`src/clk_rst_pwr_ctrl.sv`:
```
// clock, reset and power control: shared constants and the top module
package clk_rst_pwr_pkg;
   localparam logic [5:0] MAIN_OSC_RESET_MHZ = 6'h18;
   localparam logic [5:0] MAIN_OSC_MAX_MHZ = 6'h30;
   localparam logic [5:0] MAIN_OSC_STEP_MHZ = 6'h04;
   localparam int NUM_DIVIDERS = 8;
   localparam int NUM_FRAC_DIVIDERS = 2;
   localparam int DIV_WIDTH = 16;
   localparam int FRAC_WIDTH = 5;
   localparam int CLK_KHZ = 20000;
   localparam int WAKE_TIME_US = 35;
   // longest time, rounded down
   localparam int WAKE_CYCLES = WAKE_TIME_US * CLK_KHZ / 1000;
   localparam logic [4:0] RESET_HOLD_CYCLES = 5'h10;
   localparam logic [15:0] WDT_CNT_RESET = 16'hffff;
   localparam int CAUSE_WDT = 0;
   localparam int CAUSE_SOFT = 1;
   localparam int CAUSE_EXT = 2;
   localparam int CAUSE_BROWNOUT = 3;
   localparam logic [3:0] CAUSE_RESET = 4'h0;
   // sync bits: 0 low-freq osc, 1 crystal, 2 ext clock, 3 reset pin, 4 supply ok, 6:5 comparators
   localparam logic [6:0] SYNC_RESET = 7'h08;
   typedef enum logic [1:0] {SRC_MAIN, SRC_LF, SRC_XTAL, SRC_EXT} clk_src_t;
   typedef enum logic [1:0] {PWR_ACTIVE, PWR_SLEEP, PWR_DEEP, PWR_WAKING} pwr_state_t;
endpackage

`timescale 1ns/100ps
module clk_rst_pwr_ctrl (
   input wire logic clk,
   input wire logic rst,
   input wire logic main_osc_trim_wr,
   input wire logic [5:0] main_osc_trim_mhz,
   input wire logic [1:0] src_sel,
   input wire logic low_freq_rc_oscillator,
   input wire logic crystal_32k_oscillator,
   input wire logic ext_clk_in,
   input wire logic [7:0] div_enable,
   input wire logic [127:0] div_int,
   input wire logic [9:0] div_frac,
   input wire logic external_reset_pin_n,
   input wire logic soft_reset_req,
   input wire logic supply_ok,
   input wire logic wdt_enable,
   input wire logic [15:0] wdt_timeout,
   input wire logic wdt_kick,
   input wire logic [3:0] cause_clear,
   input wire logic sleep_req,
   input wire logic deep_sleep_req,
   input wire logic wake_event,
   input wire logic [7:0] irq_pending,
   input wire logic [7:0] irq_enable,
   input wire logic [1:0] low_power_comparator,
   input wire logic comp_async_mode,
   input wire logic debug_disable,
   input wire logic device_erased,
   input wire logic protection_cleared,
   input wire logic fw_debug_enable,
   input wire logic max_security,
   output logic [5:0] main_rc_oscillator_mhz_q,
   output clk_rst_pwr_pkg::clk_src_t root_src_q,
   output logic high_freq_root_clock_q,
   output logic lf_clk_tick_q,
   output logic [7:0] div_tick_q,
   output logic cpu_clk_en_q,
   output logic hf_clk_en_q,
   output clk_rst_pwr_pkg::pwr_state_t power_mode_q,
   output logic cpu_wakeup_q,
   output logic sys_reset_q,
   output logic [3:0] reset_cause_q,
   output logic debug_port_en_q,
   output logic prog_port_en_q,
   output logic test_port_en_q
);
   logic [6:0] sync1_q, sync2_q, prev_q;
   logic [3:0] src_tick, reset_src;
   logic [15:0] wdt_cnt_q;
   logic [4:0] hold_q;
   logic [9:0] wake_cnt_q;
   logic wdt_expire, irq_hit, comp_wake, deep_wake, debug_en_q, secure_q;
   clk_rst_pwr_pkg::pwr_state_t pwr_d;

   // ------------------------------------------------------------------
   // input synchronisers
   // ------------------------------------------------------------------
   // two flops before use
   always_ff @(posedge clk or posedge rst) begin
      if (rst) begin
         sync1_q <= clk_rst_pwr_pkg::SYNC_RESET;
         sync2_q <= clk_rst_pwr_pkg::SYNC_RESET;
         prev_q <= clk_rst_pwr_pkg::SYNC_RESET;
      end else begin
         sync1_q <= {low_power_comparator, supply_ok, external_reset_pin_n,
                     ext_clk_in, crystal_32k_oscillator, low_freq_rc_oscillator};
         sync2_q <= sync1_q;
         prev_q <= sync2_q;
      end
   end

   always_comb begin
      src_tick[clk_rst_pwr_pkg::SRC_MAIN] = 1'b1;
      src_tick[clk_rst_pwr_pkg::SRC_LF] = sync2_q[0] && !prev_q[0];
      src_tick[clk_rst_pwr_pkg::SRC_XTAL] = sync2_q[1] && !prev_q[1];
      src_tick[clk_rst_pwr_pkg::SRC_EXT] = sync2_q[2] && !prev_q[2];
   end

   // ------------------------------------------------------------------
   // main oscillator trim
   // ------------------------------------------------------------------
   // out-of-range or off-step writes are ignored
   always_ff @(posedge clk or posedge rst) begin
      if (rst) begin
         main_rc_oscillator_mhz_q <= clk_rst_pwr_pkg::MAIN_OSC_RESET_MHZ;
      end else if (sys_reset_q) begin
         main_rc_oscillator_mhz_q <= clk_rst_pwr_pkg::MAIN_OSC_RESET_MHZ;
      end else if (main_osc_trim_wr && main_osc_trim_mhz >= clk_rst_pwr_pkg::MAIN_OSC_RESET_MHZ
                   && main_osc_trim_mhz <= clk_rst_pwr_pkg::MAIN_OSC_MAX_MHZ
                   && main_osc_trim_mhz[1:0] == 2'b00) begin
         main_rc_oscillator_mhz_q <= main_osc_trim_mhz;
      end
   end

   // ------------------------------------------------------------------
   // root clock and source switch
   // ------------------------------------------------------------------
   // swap on the old source's tick, so no period is cut short
   always_ff @(posedge clk or posedge rst) begin
      if (rst) begin
         root_src_q <= clk_rst_pwr_pkg::SRC_MAIN;
      end else if (sys_reset_q) begin
         root_src_q <= clk_rst_pwr_pkg::SRC_MAIN;
      end else if (src_sel != root_src_q && src_tick[root_src_q]) begin
         root_src_q <= clk_rst_pwr_pkg::clk_src_t'(src_sel);
      end
   end

   // root stops while deep sleep holds the enable low
   always_ff @(posedge clk or posedge rst) begin
      if (rst) begin
         high_freq_root_clock_q <= 1'b0;
         lf_clk_tick_q <= 1'b0;
      end else begin
         high_freq_root_clock_q <= hf_clk_en_q && src_tick[root_src_q];
         // low-freq tick keeps running in deep sleep
         lf_clk_tick_q <= src_tick[clk_rst_pwr_pkg::SRC_LF];
      end
   end

   // ------------------------------------------------------------------
   // peripheral dividers
   // ------------------------------------------------------------------
   // last two dividers fractional
   for (genvar i = 0; i < clk_rst_pwr_pkg::NUM_DIVIDERS; i++) begin : g_div
      localparam bit IS_FRAC = i >= clk_rst_pwr_pkg::NUM_DIVIDERS - clk_rst_pwr_pkg::NUM_FRAC_DIVIDERS;
      logic [clk_rst_pwr_pkg::FRAC_WIDTH-1:0] frac;
      if (IS_FRAC) begin : g_frac
         assign frac = div_frac[(i - 6) * 5 +: 5];
      end else begin : g_int
         assign frac = '0;
      end
      clk_divider #(
         .DIV_W(clk_rst_pwr_pkg::DIV_WIDTH),
         .FRAC_W(clk_rst_pwr_pkg::FRAC_WIDTH),
         .FRACTIONAL(IS_FRAC)
      ) u_div (
         .clk(clk),
         .rst(rst),
         .clr(sys_reset_q),
         .root_tick(high_freq_root_clock_q),
         .enable(div_enable[i]),
         .div_int(div_int[i * 16 +: 16]),
         .div_frac(frac),
         .tick_q(div_tick_q[i])
      );
   end

   // ------------------------------------------------------------------
   // watchdog
   // ------------------------------------------------------------------
   // kick reloads full timeout; counts low-freq ticks only
   always_ff @(posedge clk or posedge rst) begin
      if (rst) begin
         wdt_cnt_q <= clk_rst_pwr_pkg::WDT_CNT_RESET;
      end else if (sys_reset_q || wdt_kick || !wdt_enable) begin
         wdt_cnt_q <= wdt_timeout;
      end else if (src_tick[clk_rst_pwr_pkg::SRC_LF] && wdt_cnt_q != '0) begin
         wdt_cnt_q <= wdt_cnt_q - 1'b1;
      end
   end
   assign wdt_expire = wdt_enable && wdt_cnt_q == '0 && !sys_reset_q && !wdt_kick;

   // ------------------------------------------------------------------
   // reset generation and cause
   // ------------------------------------------------------------------
   // brownout is a falling supply-good edge
   always_comb begin
      reset_src = '0;
      reset_src[clk_rst_pwr_pkg::CAUSE_WDT] = wdt_expire;
      reset_src[clk_rst_pwr_pkg::CAUSE_SOFT] = soft_reset_req;
      reset_src[clk_rst_pwr_pkg::CAUSE_EXT] = !sync2_q[3];
      reset_src[clk_rst_pwr_pkg::CAUSE_BROWNOUT] = prev_q[4] && !sync2_q[4];
   end

   // any source stretches a reset of fixed length
   always_ff @(posedge clk or posedge rst) begin
      if (rst) begin
         hold_q <= clk_rst_pwr_pkg::RESET_HOLD_CYCLES;
         sys_reset_q <= 1'b1;
      end else if (reset_src != '0) begin
         hold_q <= clk_rst_pwr_pkg::RESET_HOLD_CYCLES;
         sys_reset_q <= 1'b1;
      end else if (hold_q != '0) begin
         hold_q <= hold_q - 1'b1;
         sys_reset_q <= 1'b1;
      end else begin
         sys_reset_q <= 1'b0;
      end
   end

   // power-on or cause_clear clears it; set wins over clear
   always_ff @(posedge clk or posedge rst) begin
      if (rst) begin
         reset_cause_q <= clk_rst_pwr_pkg::CAUSE_RESET;
      end else begin
         reset_cause_q <= (reset_cause_q & ~cause_clear) | reset_src;
      end
   end

   // ------------------------------------------------------------------
   // power modes
   // ------------------------------------------------------------------
   // wake unit: any enabled pending interrupt
   assign irq_hit = (irq_pending & irq_enable) != '0;
   // raw edge only in asynchronous mode
   assign comp_wake = comp_async_mode ? (low_power_comparator != sync2_q[6:5])
                                      : (sync2_q[6:5] != prev_q[6:5]);
   assign deep_wake = irq_hit || comp_wake;

   always_comb begin
      pwr_d = power_mode_q;
      unique case (power_mode_q)
         clk_rst_pwr_pkg::PWR_ACTIVE: begin
            // entry held off until supply good
            if (deep_sleep_req && sync2_q[4]) begin
               pwr_d = clk_rst_pwr_pkg::PWR_DEEP;
            end else if (sleep_req && sync2_q[4]) begin
               pwr_d = clk_rst_pwr_pkg::PWR_SLEEP;
            end
         end
         clk_rst_pwr_pkg::PWR_SLEEP: begin
            if (wake_event || irq_hit) begin
               pwr_d = clk_rst_pwr_pkg::PWR_ACTIVE;
            end
         end
         clk_rst_pwr_pkg::PWR_DEEP: begin
            if (deep_wake) begin
               pwr_d = clk_rst_pwr_pkg::PWR_WAKING;
            end
         end
         clk_rst_pwr_pkg::PWR_WAKING: begin
            if (wake_cnt_q == '0) begin
               pwr_d = clk_rst_pwr_pkg::PWR_ACTIVE;
            end
         end
      endcase
      if (sys_reset_q) begin
         pwr_d = clk_rst_pwr_pkg::PWR_ACTIVE;
      end
   end

   // wake counter bounded by the 35 us figure
   always_ff @(posedge clk or posedge rst) begin
      if (rst) begin
         wake_cnt_q <= '0;
      end else if (pwr_d == clk_rst_pwr_pkg::PWR_WAKING && power_mode_q == clk_rst_pwr_pkg::PWR_DEEP) begin
         wake_cnt_q <= 10'(clk_rst_pwr_pkg::WAKE_CYCLES - 2);
      end else if (wake_cnt_q != '0) begin
         wake_cnt_q <= wake_cnt_q - 1'b1;
      end
   end

   // clock enables follow the next mode
   always_ff @(posedge clk or posedge rst) begin
      if (rst) begin
         power_mode_q <= clk_rst_pwr_pkg::PWR_ACTIVE;
         cpu_clk_en_q <= 1'b1;
         hf_clk_en_q <= 1'b1;
         cpu_wakeup_q <= 1'b0;
      end else begin
         power_mode_q <= pwr_d;
         cpu_clk_en_q <= pwr_d == clk_rst_pwr_pkg::PWR_ACTIVE;
         hf_clk_en_q <= pwr_d != clk_rst_pwr_pkg::PWR_DEEP;
         cpu_wakeup_q <= pwr_d == clk_rst_pwr_pkg::PWR_ACTIVE && power_mode_q != clk_rst_pwr_pkg::PWR_ACTIVE
                         && !sys_reset_q;
      end
   end

   // ------------------------------------------------------------------
   // debug and security gating
   // ------------------------------------------------------------------
   // internal resets do not re-enable debug
   always_ff @(posedge clk or posedge rst) begin
      if (rst) begin
         debug_en_q <= 1'b1;
      end else if (debug_disable) begin
         debug_en_q <= 1'b0;
      end else if (device_erased && protection_cleared && fw_debug_enable) begin
         debug_en_q <= 1'b1;
      end
   end

   always_ff @(posedge clk or posedge rst) begin
      if (rst) begin
         secure_q <= 1'b0;
         debug_port_en_q <= 1'b0;
         prog_port_en_q <= 1'b0;
         test_port_en_q <= 1'b0;
      end else begin
         secure_q <= secure_q || max_security;
         debug_port_en_q <= debug_en_q && !secure_q && !max_security;
         prog_port_en_q <= !secure_q && !max_security;
         test_port_en_q <= !secure_q && !max_security;
      end
   end

   // ------------------------------------------------------------------
   // assertions
   // ------------------------------------------------------------------
   localparam int wake_bound = clk_rst_pwr_pkg::WAKE_CYCLES;
endmodule

```
`src/clk_divider.sv`:
```
// one peripheral clock divider, integer or fractional, ticking on the root clock
`timescale 1ns/100ps
module clk_divider #(
   parameter int DIV_W = 16,
   parameter int FRAC_W = 5,
   parameter bit FRACTIONAL = 1'b0
) (
   input wire logic clk,
   input wire logic rst,
   input wire logic clr,
   input wire logic root_tick,
   input wire logic enable,
   input wire logic [DIV_W-1:0] div_int,
   input wire logic [FRAC_W-1:0] div_frac,
   output logic tick_q
);
   logic [DIV_W-1:0] cnt_q;
   logic [FRAC_W-1:0] acc_q;
   logic [FRAC_W:0] acc_sum;
   logic extra;

   // --------------------------------------------------------------------
   // fractional stretch
   // --------------------------------------------------------------------
   // the fraction stretches div_frac periods in every 2**FRAC_W by a root tick
   always_comb begin
      acc_sum = {1'b0, acc_q} + {1'b0, div_frac};
      extra = FRACTIONAL && acc_sum[FRAC_W];
   end

   always_ff @(posedge clk or posedge rst) begin
      if (rst) begin
         acc_q <= '0;
      end else if (clr || !enable) begin
         acc_q <= '0;
      end else if (FRACTIONAL && root_tick && cnt_q == '0) begin
         acc_q <= acc_sum[FRAC_W-1:0];
      end
   end

   // --------------------------------------------------------------------
   // period counter
   // --------------------------------------------------------------------
   // period is div_int + 1 root ticks, one more when stretched, so the output stays root-synchronous
   always_ff @(posedge clk or posedge rst) begin
      if (rst) begin
         cnt_q <= '0;
         tick_q <= 1'b0;
      end else if (clr || !enable) begin
         cnt_q <= '0;
         tick_q <= 1'b0;
      end else begin
         tick_q <= root_tick && cnt_q == '0;
         if (root_tick) begin
            if (cnt_q == '0) begin
               cnt_q <= div_int + DIV_W'(extra);
            end else begin
               cnt_q <= cnt_q - 1'b1;
            end
         end
      end
   end
endmodule

```
`config.mk`:
```
export PLATFORM = sky130hd
export DESIGN_NAME = clk_rst_pwr_ctrl
export DESIGN_NICKNAME = d
export VERILOG_FILES = /design/src/clk_rst_pwr_ctrl.sv /design/src/clk_divider.sv
export SDC_FILE = /design/constraint.sdc
export NUM_CORES = 1
export LEC_CHECK = 0
export ABC_AREA = 1
export BUFFER_PORTS_ARGS = -buffer_cell sky130_fd_sc_hd__buf_2
export CORE_MARGIN = 2
export CORE_UTILIZATION = 62
export CTS_CLUSTER_DIAMETER = 120
export CTS_CLUSTER_SIZE = 16
export DETAILED_ROUTE_END_ITERATION = 8
export GPL_TIMING_DRIVEN = 0
export PLACE_DENSITY = 0.91
export REMOVE_ABC_BUFFERS = 1
export SLEW_MARGIN = 20
export SYNTH_ARGS = -nofsm -noshare
export SYNTH_HDL_FRONTEND = slang
export SYNTH_SLANG_ARGS = --single-unit
```
`constraint.sdc`:
```
create_clock -name clk -period 11.4 [get_ports clk]
set_input_delay 1.71 -clock clk [delete_from_list [all_inputs] [get_ports clk]]
set_output_delay 1.71 -clock clk [all_outputs]
set_load 0.1 [all_outputs]
```
Word level (Yosys, flattened, before mapping)
Index checks and enable logic that the tools add are counted.
Widths: inputs -> output; s select.
{"block": "word_totals", "ff_bits": 222, "in_bits": 212, "output_inout_bits": 31, "elab_cells": 225}
{"block": "classes", "addsub": 15, "n_lt_le_gt_ge": 3, "eq_ne": 8, "mux": 60, "bitwise": 4, "reduce_logical": 97}
{"cell": "$mux 16", "n": 26}
{"cell": "$logic_not 16->1", "n": 9}
{"cell": "$sub 16x1->16 const B", "n": 9}
{"cell": "$reduce_bool 2->1", "n": 17}
{"cell": "$add 16x1->16", "n": 2}
{"cell": "$logic_and 1x1->1", "n": 31}
{"cell": "$mux 5", "n": 6}
{"cell": "$mux 10", "n": 2}
{"cell": "$logic_not 1->1", "n": 18}
{"cell": "$mux 2", "n": 8}
{"cell": "$reduce_bool 16->1", "n": 1}
{"cell": "$mux 1", "n": 14}
{"cell": "$logic_or 1x1->1", "n": 13}
{"cell": "$add 5x5->6", "n": 2}
{"cell": "$mux 6", "n": 2}
{"cell": "$logic_not 10->1", "n": 1}
{"cell": "$reduce_bool 10->1", "n": 1}
{"cell": "$sub 10x1->10 const B", "n": 1}
{"cell": "$and 8x8->8", "n": 1}
{"cell": "$pmux 2 s4", "n": 1}
{"cell": "$reduce_bool 8->1", "n": 1}
{"cell": "$eq 2x2->1 const B", "n": 3}
{"cell": "$ge 6x5->1 const B", "n": 1}
{"cell": "$le 6x6->1 const B", "n": 1}
{"cell": "12 further kinds", "n": 16}

Longest topological paths before layout
Gate-level depths: netlist of the first run.
{"block": "logic_depth", "depth_word": 9, "mapped_depth": 18, "depth_no_buf": 18}

Hierarchy
A second synthesis of the first run with hierarchy kept.
{"block": "unflattened", "hier_cells": 2480, "area_unflattened_um2": 16350.7}
{"module": "clk_divider (g_div[0].u_div ...)", "n_inst": 6, "cells_per_inst": 233, "area_per_inst_um2": 1407.6, "seq_area_each_um2": 425.4}
{"module": "clk_divider (g_div[6].u_div ...)", "n_inst": 2, "cells_per_inst": 311, "area_per_inst_um2": 2073.2, "seq_area_each_um2": 550.5}
{"module": "clk_rst_pwr_ctrl", "n_inst": 1, "cells_per_inst": 460, "area_per_inst_um2": 3758.6, "seq_area_each_um2": 1908.1}

Worst setup path after synthesis of the first run
Ideal clock, no wire load.
{"block": "synth_path", "path_type": "input to register", "start": "in div_frac[7]", "end": "reg g_div[7].u_div.cnt_q[12]", "setup_ps": 116, "t_arrival_ps": 3602, "t_required_ps": 11284, "slack_ps": 7682, "stages": 18, "path_buffers": 0, "cell_sequence": "ha_1 -> nand2_1 -> nor2_1 -> o21ai_0 -> inv_1 -> nor2_1 -> o21bai_1 -> ha_1 -> ha_1 -> nand3_1 -> nor2_1 -> nand2_1 -> nor2_1 -> nand2_1 -> xor2_1 -> nand2_1 -> nand2_1 -> nand2_1"}
{"block": "synth_via", "elab_chain_len": 5}
{"item": "start, declared", "line_no": "clk_rst_pwr_ctrl.sv:39", "rtl": "input wire logic [9:0] div_frac,"}
{"item": "$add 5x5->6", "line_no": "clk_divider.sv:27", "rtl": "acc_sum = {1'b0, acc_q} + {1'b0, div_frac};"}
{"item": "$add 16x1->16", "line_no": "clk_divider.sv:56", "rtl": "cnt_q <= div_int + DIV_W'(extra);"}
{"item": "$mux 16", "line_no": "clk_divider.sv:55", "rtl": "if (cnt_q == '0) begin"}
{"item": "$mux 16", "line_no": "clk_divider.sv:54", "rtl": "if (root_tick) begin"}
{"item": "$mux 16", "line_no": "clk_divider.sv:49", "rtl": "end else if (clr || !enable) begin"}
{"item": "end signal, assigned", "line_no": "clk_divider.sv:56"}
{"item": "end signal, assigned", "line_no": "clk_divider.sv:58", "rtl": "cnt_q <= cnt_q - 1'b1;"}
{"item": "end, declared", "line_no": "clk_divider.sv:17", "rtl": "logic [DIV_W-1:0] cnt_q;"}
No other way between the ends. The select of a mux whose other input is x is not followed.
A chain may end at the register's enable or synchronous reset.

Worst setup path in the final report of the first run
{"block": "layout_path", "start": "in div_frac[7]", "end": "reg g_div[7].u_div.cnt_q[10]"}
Same word-level chain as after synthesis.

==> impl_metrics.ini, run 1 <==
[status]
status = finished clean

[min_path]
min_path_cells = 0
hp-class = reg2reg
min_from = sync1_q[6]$_DFF_PP0_
min_to = sync2_q[6]$_DFF_PP0_

[clock_tree]
numCtsBuffers = 17
cts_hold_buf = 0
cts.repair.resized = 0
cts_sinks = 221
cts_root_buf = clkbuf_16
clkLatencyLatePin_ps = 500
cts_tree = built
path_clk_slew_ps = 80
h-tree-depth = 1
post-cts-setup-buffers = 0
clockBufferDepth = 3

[detailed_routing]
wl_um = 37200
drt_iter0_markers = 1323
drc = 0
vias_per_cell = 5.60
vias = 14100
ant_nets = 0
dr.pass1.iters = 5
routedWlPerCell_um = 14.8

[sta]
hold_viol = 0
fin_skew_ps = 9.23
max-slew-margin-rel = 0.275
min_period_ps = 3860
rsz0062_at_grt = no
tightest_slew_ps = 1080
timing.final.ws_setup_ps = 7540
fmax_ghz = 0.259
fin_tns_setup_ps = 0
setup_viol = 0
post-route-period-util = 0.339
maxSlewViolCount = 0

[global_route]
grt_pass1_vias = 13700
overflow = 0
grtUsageTotal = 0.305
grt_antenna_before_repair = 5
grt_max_degree = 96
grt_pass1_wl_um = 61800

[yosys]
synth-edff-count = 0
synth_top_flop_cell = dfrtp_1
synth.avg_cell_area_um2 = 7.19
yosys_warnings = 0
synthDistinctLibCells = 54
syn_area_um2 = 14400
syn_inst = 2003
synth-async-reset-ratio = 1.00
synth-seq-cells = 221
ys_seq_area_frac = 0.386

[critical_path]
cp-start-kind = primary input
crit_arrival_ps = 4270
cp_common_cell = nor2_1
r2r_start = high_freq_root_clock_q$_DFF_PP0_
cp_max_fo = 3
path_delay_family = simple AND/OR/NAND/NOR gates
rr_worst_depth = 6
critPathBufInv = 2
r2r-end = g_div[6].u_div.acc_q[4]$_DFFE_PP0P_
crit_chain = buf_2 > ha_1 > nand2_1 > nor2_1 > o21ai_0 > inv_1 > nor2_1 > o21bai_1 > ha_1 > ha_1 > nand3_1 > nor2_1 > nand2_1 > nor2_1 > xor2_1 > o21ai_0 > o21ai_0
slowest_delay_ps = 310
crit_path_end_kind = register
slowest_stage = ha_1
cp.required_ps = 11810
reg2reg_slack_ps = 8300
path_class = in2reg

[floorplanning]
die_area_um2 = 24500
initial_utilization = 0.635
die_h_um = 156
die_x_um = 156
io_pins = 243
rows = 55
core_um2 = 22700

[flow_run]
maxCapViolations = 0

[placement]
dpl_worst_slack_ps = 7080
hpwl_um = 27600
place_congestion = 0.929
io_buffers = 242
dpl-instance-area_um2 = 15700

[power_and_ir_drop]
powerDensity_nw_per_um2 = 97.6
swShare = 0.271
combPwrFrac = 0.124
clkPwrFrac = 0.361
seqPwrFrac = 0.515
power_uw = 1580
intPower_uw = 1150
power.leakage_uw = 0.00889
p_switching_uw = 428
max-vdd-ir-drop_mv = 0.0846

[finish]
fin_area_um2 = 16200
fin_nets = 2468
drive_above_1_share = 0.170
nFillCells = 1805
area_delta_synth_final_pct = 12.4
multi_input_area_um2 = 7650
layout_commonest_cell = nand2_1
ff_latch_area_um2 = 5560
utilization = 0.713
final_cell_mix = 539 x nand2_1, 258 x nor2_1, 242 x buf_2
==> logic make-up after synthesis <==
kind of cell | share of synthesized area
AO/OA/AOI/OAI | 0.134
adder cells (fa/ha/maj) | 0.0323
AND/OR/NAND/NOR | 0.310
XOR/XNOR | 0.0535
multiplexers | 0.000695
flip-flops | 0.386
buffers and inverters | 0.0834
==> per-stage QoR <==
stage / instances / hold slack [ps]
6_report: 2518 / 355
3_3_place_gp: 2484 / 333
2_1_floorplan: 1957 / 331
5_1_grt: 2516 / 364
4_1_cts: 2515 / 356
3_5_place_dp: 2486 / 335
==> Yosys cell counts (11+ instances only) <==
cell,count,share of area
a21oi_1,48,0.017
a31oi_1,11,0.0048
buf_2,18,0.0063
buf_4,16,0.0083
dfrtp_1,196,0.34
dfstp_2,25,0.046
ha_1,34,0.030
inv_1,223,0.058
inv_2,11,0.0029
nand2_1,539,0.14
nand3_1,118,0.041
nand4_1,15,0.0065
nor2_1,258,0.067
nor2_2,27,0.012
nor3_1,20,0.0069
o211ai_1,34,0.018
o21ai_0,163,0.057
o21ai_1,42,0.015
o22ai_1,17,0.0074
xnor2_1,21,0.013
xor2_1,67,0.041
==> worst max-delay path by stage <==
stage           startpoint                                      end  slack, ps  cells after the start
5_1_grt        div_frac[7]     g_div[7].u_div.cnt_q[12]$_DFFE_PP0P_       7310                     19
6_report       div_frac[7]     g_div[7].u_div.cnt_q[10]$_DFFE_PP0P_       7540                     17
3_3_place_gp           rst  main_rc_oscillator_mhz_q[2]$_DFFE_PP0P_       1210                      2
2_1_floorplan          rst                   cpu_wakeup_q$_DFF_PP0_       3680                      1
3_5_place_dp   div_frac[7]     g_div[7].u_div.cnt_q[10]$_DFFE_PP0P_       7080                     17
4_1_cts        div_frac[7]     g_div[7].u_div.cnt_q[10]$_DFFE_PP0P_       7580                     17
==> sequential cells by signal, indices dropped and copies added, names as in the netlist, 2 cells and up <==
signal	cells
g_div.u_div.cnt_q	128
wdt_cnt_q	16
g_div.u_div.acc_q	10
wake_cnt_q	10
g_div.u_div.tick_q	8
sync1_q	7
sync2_q	7
main_rc_oscillator_mhz_q	6
prev_q	6
hold_q	5
reset_cause_q	4
power_mode_q	2
root_src_q	2
==> worst register-to-register path: cells and delay by family (launching register included) <==
family / cells / cell delay (ps)
simple gates: 2 / 1030
compound gates: 1 / 150
flops: 1 / 920
buf+inv: 3 / 910
==> routing by layer <==
| metal | vias up | routed length, um | GRT usage |
|---|---|---|---|
| li1 | 6886 | - | - |
| met1 | 6538 | 15000 | 0.385 |
| met2 | 550 | 17900 | 0.516 |
| met3 | 122 | 2680 | 0.0551 |
| met4 | 6 | 1550 | 0.131 |
| met5 | - | 38 | 0 |
==> power groups by stage <==
stage / clock network [uW] / registers (uW) / logic, uW
2_1_floorplan: 0 / 838 / 107
4_1_cts: 581 / 813 / 196
3_3_place_gp: 0 / 828 / 186
3_5_place_dp: 0 / 828 / 195
6_report: 570 / 814 / 197
5_1_grt: 610 / 816 / 221
==> cell type report <==
cell class | count | area share
inverter | 234 | 0.0547
timing repair buffer | 244 | 0.0782
multi-input combinational | 1502 | 0.472
sequential | 221 | 0.343
clock inverter | 2 | 0.000849
tap | 285 | 0.0220
antenna | 3 | 0.000463
clock buffer | 27 | 0.0286
Note: power is estimated with default switching activity, not from simulation.
==> run 2, diff against run 1 <==
Settings changed: CORE_UTILIZATION 62 to 52, PLACE_DENSITY 0.91 to 0.82.
Clock period 11.4 ns to 3.24 ns, I/O delays scaled along.
==> run 2 against run 1 <==
Net effect: wire length down 2.7%; via count down 2.5%; first-iteration DRC count is 21% lower; global-route usage shrank 5.6 points.
==> impl_metrics.ini, run 2 (synthesis gave the netlist of run 1 again) <==
[critical_path]
cp_max_fo = 12
reg2reg_slack_ps = 230
crit_arrival_ps = 3430
r2r-end = g_div[6].u_div.acc_q[3]$_DFFE_PP0P_
rr_worst_depth = 6
path_class = reg2reg
cp-start-kind = register
cp.required_ps = 3650
r2r_start = high_freq_root_clock_q$_DFF_PP0_
crit_path_end_kind = register

[finish]
fin_nets = 2470
area_delta_synth_final_pct = 13.4
layout.cells.non_filler = 2605
layout_commonest_cell = nand2_1
largest_reg_flops = 128
fin_area_um2 = 16300
drive_above_1_share = 0.170
regMostFlops = g_div.u_div.cnt_q
reg_top3 = g_div.u_div.cnt_q x128, wdt_cnt_q x16
final_cell_mix = 539 x nand2_1, 258 x nor2_1, 242 x buf_2

[sta]
rsz0062_at_grt = no
maxSlewViolCount = 0
min_period_ps = 3010
fin_skew_ps = 15.7
fin_tns_setup_ps = 0
post-route-period-util = 0.930
fmax_ghz = 0.332
hold_viol = 0
setup_viol = 0
max-slew-margin-rel = 0.302
tightest_slew_ps = 1040

[placement]
io_buffers = 242
place_congestion = 0.971
dp.cells = 2574
dpl-instance-area_um2 = 15900
hpwl_um = 27000

[clock_tree]
cts_tree = built
h-tree-depth = 1
path_clk_slew_ps = 70
clkLatencyLatePin_ps = 490
cts.repair.resized = 0
cts_root_buf = clkbuf_16
clockBufferDepth = 3
cts_sinks = 221
numCtsBuffers = 17

[detailed_routing]
drt_iter0_markers = 1045
drc = 0
dr.pass1.iters = 5
wl_um = 36200
routedWlPerCell_um = 13.9
vias_per_cell = 5.28
ant_nets = 0
vias = 13800

[global_route]
grt_pass1_vias = 13000
grt_antenna_before_repair = 0
grtUsageTotal = 0.249
overflow = 0
grt_pass1_wl_um = 60200
grt_max_degree = 67

[power_and_ir_drop]
max-vdd-ir-drop_mv = 0.407
power.leakage_uw = 0.00891
powerDensity_nw_per_um2 = 340

[min_path]
min_to = sync1_q[3]$_DFF_PP1_
min_from = external_reset_pin_n
hp-class = in2reg
min_path_cells = 1

[floorplanning]
initial_utilization = 0.532
die_h_um = 170
die_area_um2 = 29100
rows = 60
die_x_um = 170
core_um2 = 27100
io_pins = 243

[flow_run]
maxCapViolations = 0

[status]
status = finished clean
==> run 2: layer usage <==
layer  share of wire  up-vias  track usage
met5               0        -            0
met4           0.022        0       0.0643
met3           0.060       78       0.0328
met2            0.47      446        0.423
met1            0.45     6345        0.337
li1                -     6886            -
==> run 2: timing repair <==
action,CTS,global route
setup buffers,0,0
endpoints found under the hold margin,42,0
hold buffers,1,0
==> run 2: worst max path at each step <==
stage	to	from	depth (start not counted)	slack (ps)
finish	g_div[6].u_div.acc_q[3]$_DFFE_PP0P_	high_freq_root_clock_q$_DFF_PP0_	6	230
global route	g_div[6].u_div.acc_q[3]$_DFFE_PP0P_	high_freq_root_clock_q$_DFF_PP0_	6	30
CTS	g_div[6].u_div.acc_q[3]$_DFFE_PP0P_	high_freq_root_clock_q$_DFF_PP0_	6	160
detailed placement	g_div[6].u_div.acc_q[3]$_DFFE_PP0P_	high_freq_root_clock_q$_DFF_PP0_	6	200
global placement	g_div[7].u_div.cnt_q[4]$_DFFE_PP0P_	rst	2	-5910
floorplan	cpu_wakeup_q$_DFF_PP0_	rst	1	-3250
==> run 2: layout make-up <==
| class | instances | area (um2) |
|---|---|---|
| Inverter | 234 | 886 |
| Timing Repair Buffer | 246 | 1300 |
| Clock inverter | 1 | 5.00 |
| Sequential cell | 221 | 5560 |
| Clock buffer | 28 | 467 |
| Antenna cell | 1 | 2.50 |
| Tap cell | 372 | 465 |
| Multi-Input combinational cell | 1502 | 7650 |
| Fill cell | 2418 | 10800 |
==> run 2: metrics by stage <==
stage / total power, uW / utilization / setup slack (ps) / hold slack [ps]
floorplan: 3330 / - / -3250 / 331
global placement: 3570 / 0.582 / -5910 / 333
detailed placement: 3600 / 0.585 / 205 / 336
CTS: 5620 / 0.603 / 163 / 71.7
global route: 5820 / 0.603 / 25.5 / 76.5
finish: 5550 / 0.603 / 226 / 93.8
==> run 2: report_power, final <==
| part | total, uW | switching, uW | internal, uW |
|---|---|---|---|
| sequential | 2860 | 40.1 | 2820 |
| combinational | 693 | 443 | 250 |
| clock | 2000 | 1010 | 988 |
| total | 5550 | 1490 | 4060 |
==> run 2: critical path, cell delays in order, from the launching register on <==
cell	delay, ps
dfrtp_1	930
inv_2	480
nor2_1	700
inv_1	340
nor2_4	250
inv_2	80
o21ai_1	140
==> run 3, diff against run 2 <==
Clock period 3.24 ns to 2.6 ns, I/O delays scaled along.
==> run 3 against run 2 <==
Net effect: first-iteration DRC count is 9.2% higher; register-to-register slack worse by 130 ps; sequential power is 25% higher; global-route usage up 0.14 points; sequential share of layout area fell by 0.50 points.
==> impl_metrics.ini, run 3 (synthesis gave the netlist of run 1 again) <==
[status]
status = finished clean

[clock_tree]
cts_tree = built
numCtsBuffers = 17
h-tree-depth = 1
clkLatencyLatePin_ps = 490
clockBufferDepth = 3
path_clk_slew_ps = 80
cts_sinks = 221
cts_root_buf = clkbuf_16

[min_path]
min_path_cells = 1
min_from = ext_clk_in
min_to = sync1_q[2]$_DFF_PP0_
hp-class = in2reg

[critical_path]
reg2reg_slack_ps = 90
crit_path_end_kind = register
crit_arrival_ps = 2890
rr_worst_depth = 18
cp.required_ps = 2980
r2r-end = g_div[7].u_div.cnt_q[12]$_DFFE_PP0P_
r2r_start = g_div[7].u_div.acc_q[1]$_DFFE_PP0P_
cp-start-kind = register
path_class = reg2reg
cp_max_fo = 3

[sta]
fin_skew_ps = 11.1
min_period_ps = 2510
setup_viol = 0
hold_slack_ps = 28.2
maxSlewViolCount = 0
max-slew-margin-rel = 0.261
post-route-period-util = 0.964
rsz0062_at_grt = yes
tightest_slew_ps = 1100
fmax_ghz = 0.399
hold_viol = 0

[floorplanning]
die_x_um = 170
rows = 60
die_area_um2 = 29100
initial_utilization = 0.532
core_um2 = 27100
die_h_um = 170
io_pins = 243

[finish]
fin_nets = 2480
reg_top3 = g_div.u_div.cnt_q x128, wdt_cnt_q x16
layout_commonest_cell = nand2_1
final_cell_mix = 534 x nand2_1, 249 x nor2_1, 242 x buf_2
area_delta_synth_final_pct = 15.1
layout.cells.non_filler = 2614
nFillCells = 2383
largest_reg_flops = 128
antenna_cells = 0
regMostFlops = g_div.u_div.cnt_q
drive_above_1_share = 0.184

[placement]
place_congestion = 0.971
hpwl_um = 27000
dp.cells = 2574
io_buffers = 242

[detailed_routing]
wl_um = 36700
drt_iter0_markers = 1141
dr.pass1.iters = 6
drc = 0
routedWlPerCell_um = 14.0
vias = 13800
vias_per_cell = 5.29
ant_nets = 0

[power_and_ir_drop]
powerDensity_nw_per_um2 = 418
power.leakage_uw = 0.00895
max-vdd-ir-drop_mv = 0.513

[global_route]
grt_pass1_vias = 13000
overflow = 0
grtUsageTotal = 0.251
grt_antenna_before_repair = 0
grt_pass1_wl_um = 60600
grt_max_degree = 67

[flow_run]
maxCapViolations = 0
-- run 3: worst max path at each step --
stage,to,depth (start not counted),start
finish,g_div[7].u_div.cnt_q[12]$_DFFE_PP0P_,18,g_div[7].u_div.acc_q[1]$_DFFE_PP0P_
global route,g_div[7].u_div.cnt_q[12]$_DFFE_PP0P_,17,g_div[7].u_div.acc_q[2]$_DFFE_PP0P_
CTS,g_div[7].u_div.cnt_q[12]$_DFFE_PP0P_,18,g_div[7].u_div.acc_q[2]$_DFFE_PP0P_
detailed placement,g_div[6].u_div.acc_q[3]$_DFFE_PP0P_,6,high_freq_root_clock_q$_DFF_PP0_
global placement,g_div[7].u_div.cnt_q[4]$_DFFE_PP0P_,2,rst
floorplan,cpu_wakeup_q$_DFF_PP0_,1,rst
-- run 3: final cells by class --
class                      count  area, um2  area share
timing repair buffer         256       1390      0.0837
clock buffer                  28        467      0.0281
multi-input combinational   1502       7800       0.471
tap                          372        465      0.0281
inverter                     234        890      0.0536
clock inverter                 1       5.00    0.000302
sequential                   221       5560       0.335
-- run 3: per-layer routing --
metal / vias to the layer above / share of wire / global-route usage
met1: 6408 / 0.44 / 0.338
met2: 440 / 0.48 / 0.427
li1: 6907 / - / -
met5: - / 0 / 0
met4: 0 / 0.022 / 0.0639
met3: 73 / 0.058 / 0.0326
-- run 3: what timing repair did --
| action | 4_1_cts | 5_1_grt |
|---|---|---|
| pin swaps | 4 | 16 |
| hold buffers | 5 | 0 |
| endpoints found under the hold margin | 46 | 0 |
| resized for setup | 14 | 29 |
| setup buffers | 1 | 5 |
| setup endpoints to repair | 45 | 32 |
| gates cloned | 0 | 0 |
-- run 3: power breakdown --
group          leakage [uW]  internal, uW  switching [uW]
Combinational       0.00580           319             563
Clock              0.000226          1230            1260
Sequential          0.00292          3520            50.2
-- run 3: worst max-delay path, cell delays in order (launching register included) --
cell,delay (ps)
dfrtp_1,420
ha_4,290
nand2_4,50
nor2_4,110
o21ai_2,60
inv_1,80
nor2_1,40
o21bai_1,140
ha_2,250
ha_4,160
nand3_4,80
nor2_4,130
nand2_2,90
nor2_4,100
nand2_1,70
xor2_1,150
nand2_1,70
nand2_1,70
nand2_1,40
-- run 3: per-stage QoR --
step           power (uW)  setup WS [ps]  cell area, um2  setup TNS, ps  utilization
6_report             6940           92.6           16600              0        0.612
5_1_grt              7270          -99.0           16600           -257        0.612
4_1_cts              7010           10.8           16400              0        0.606
3_5_place_dp         4490           -435           15900          -8020        0.585
3_3_place_gp         4450          -6450           15800       -1366820        0.582
2_1_floorplan        4140          -3800           14100        -797060            -
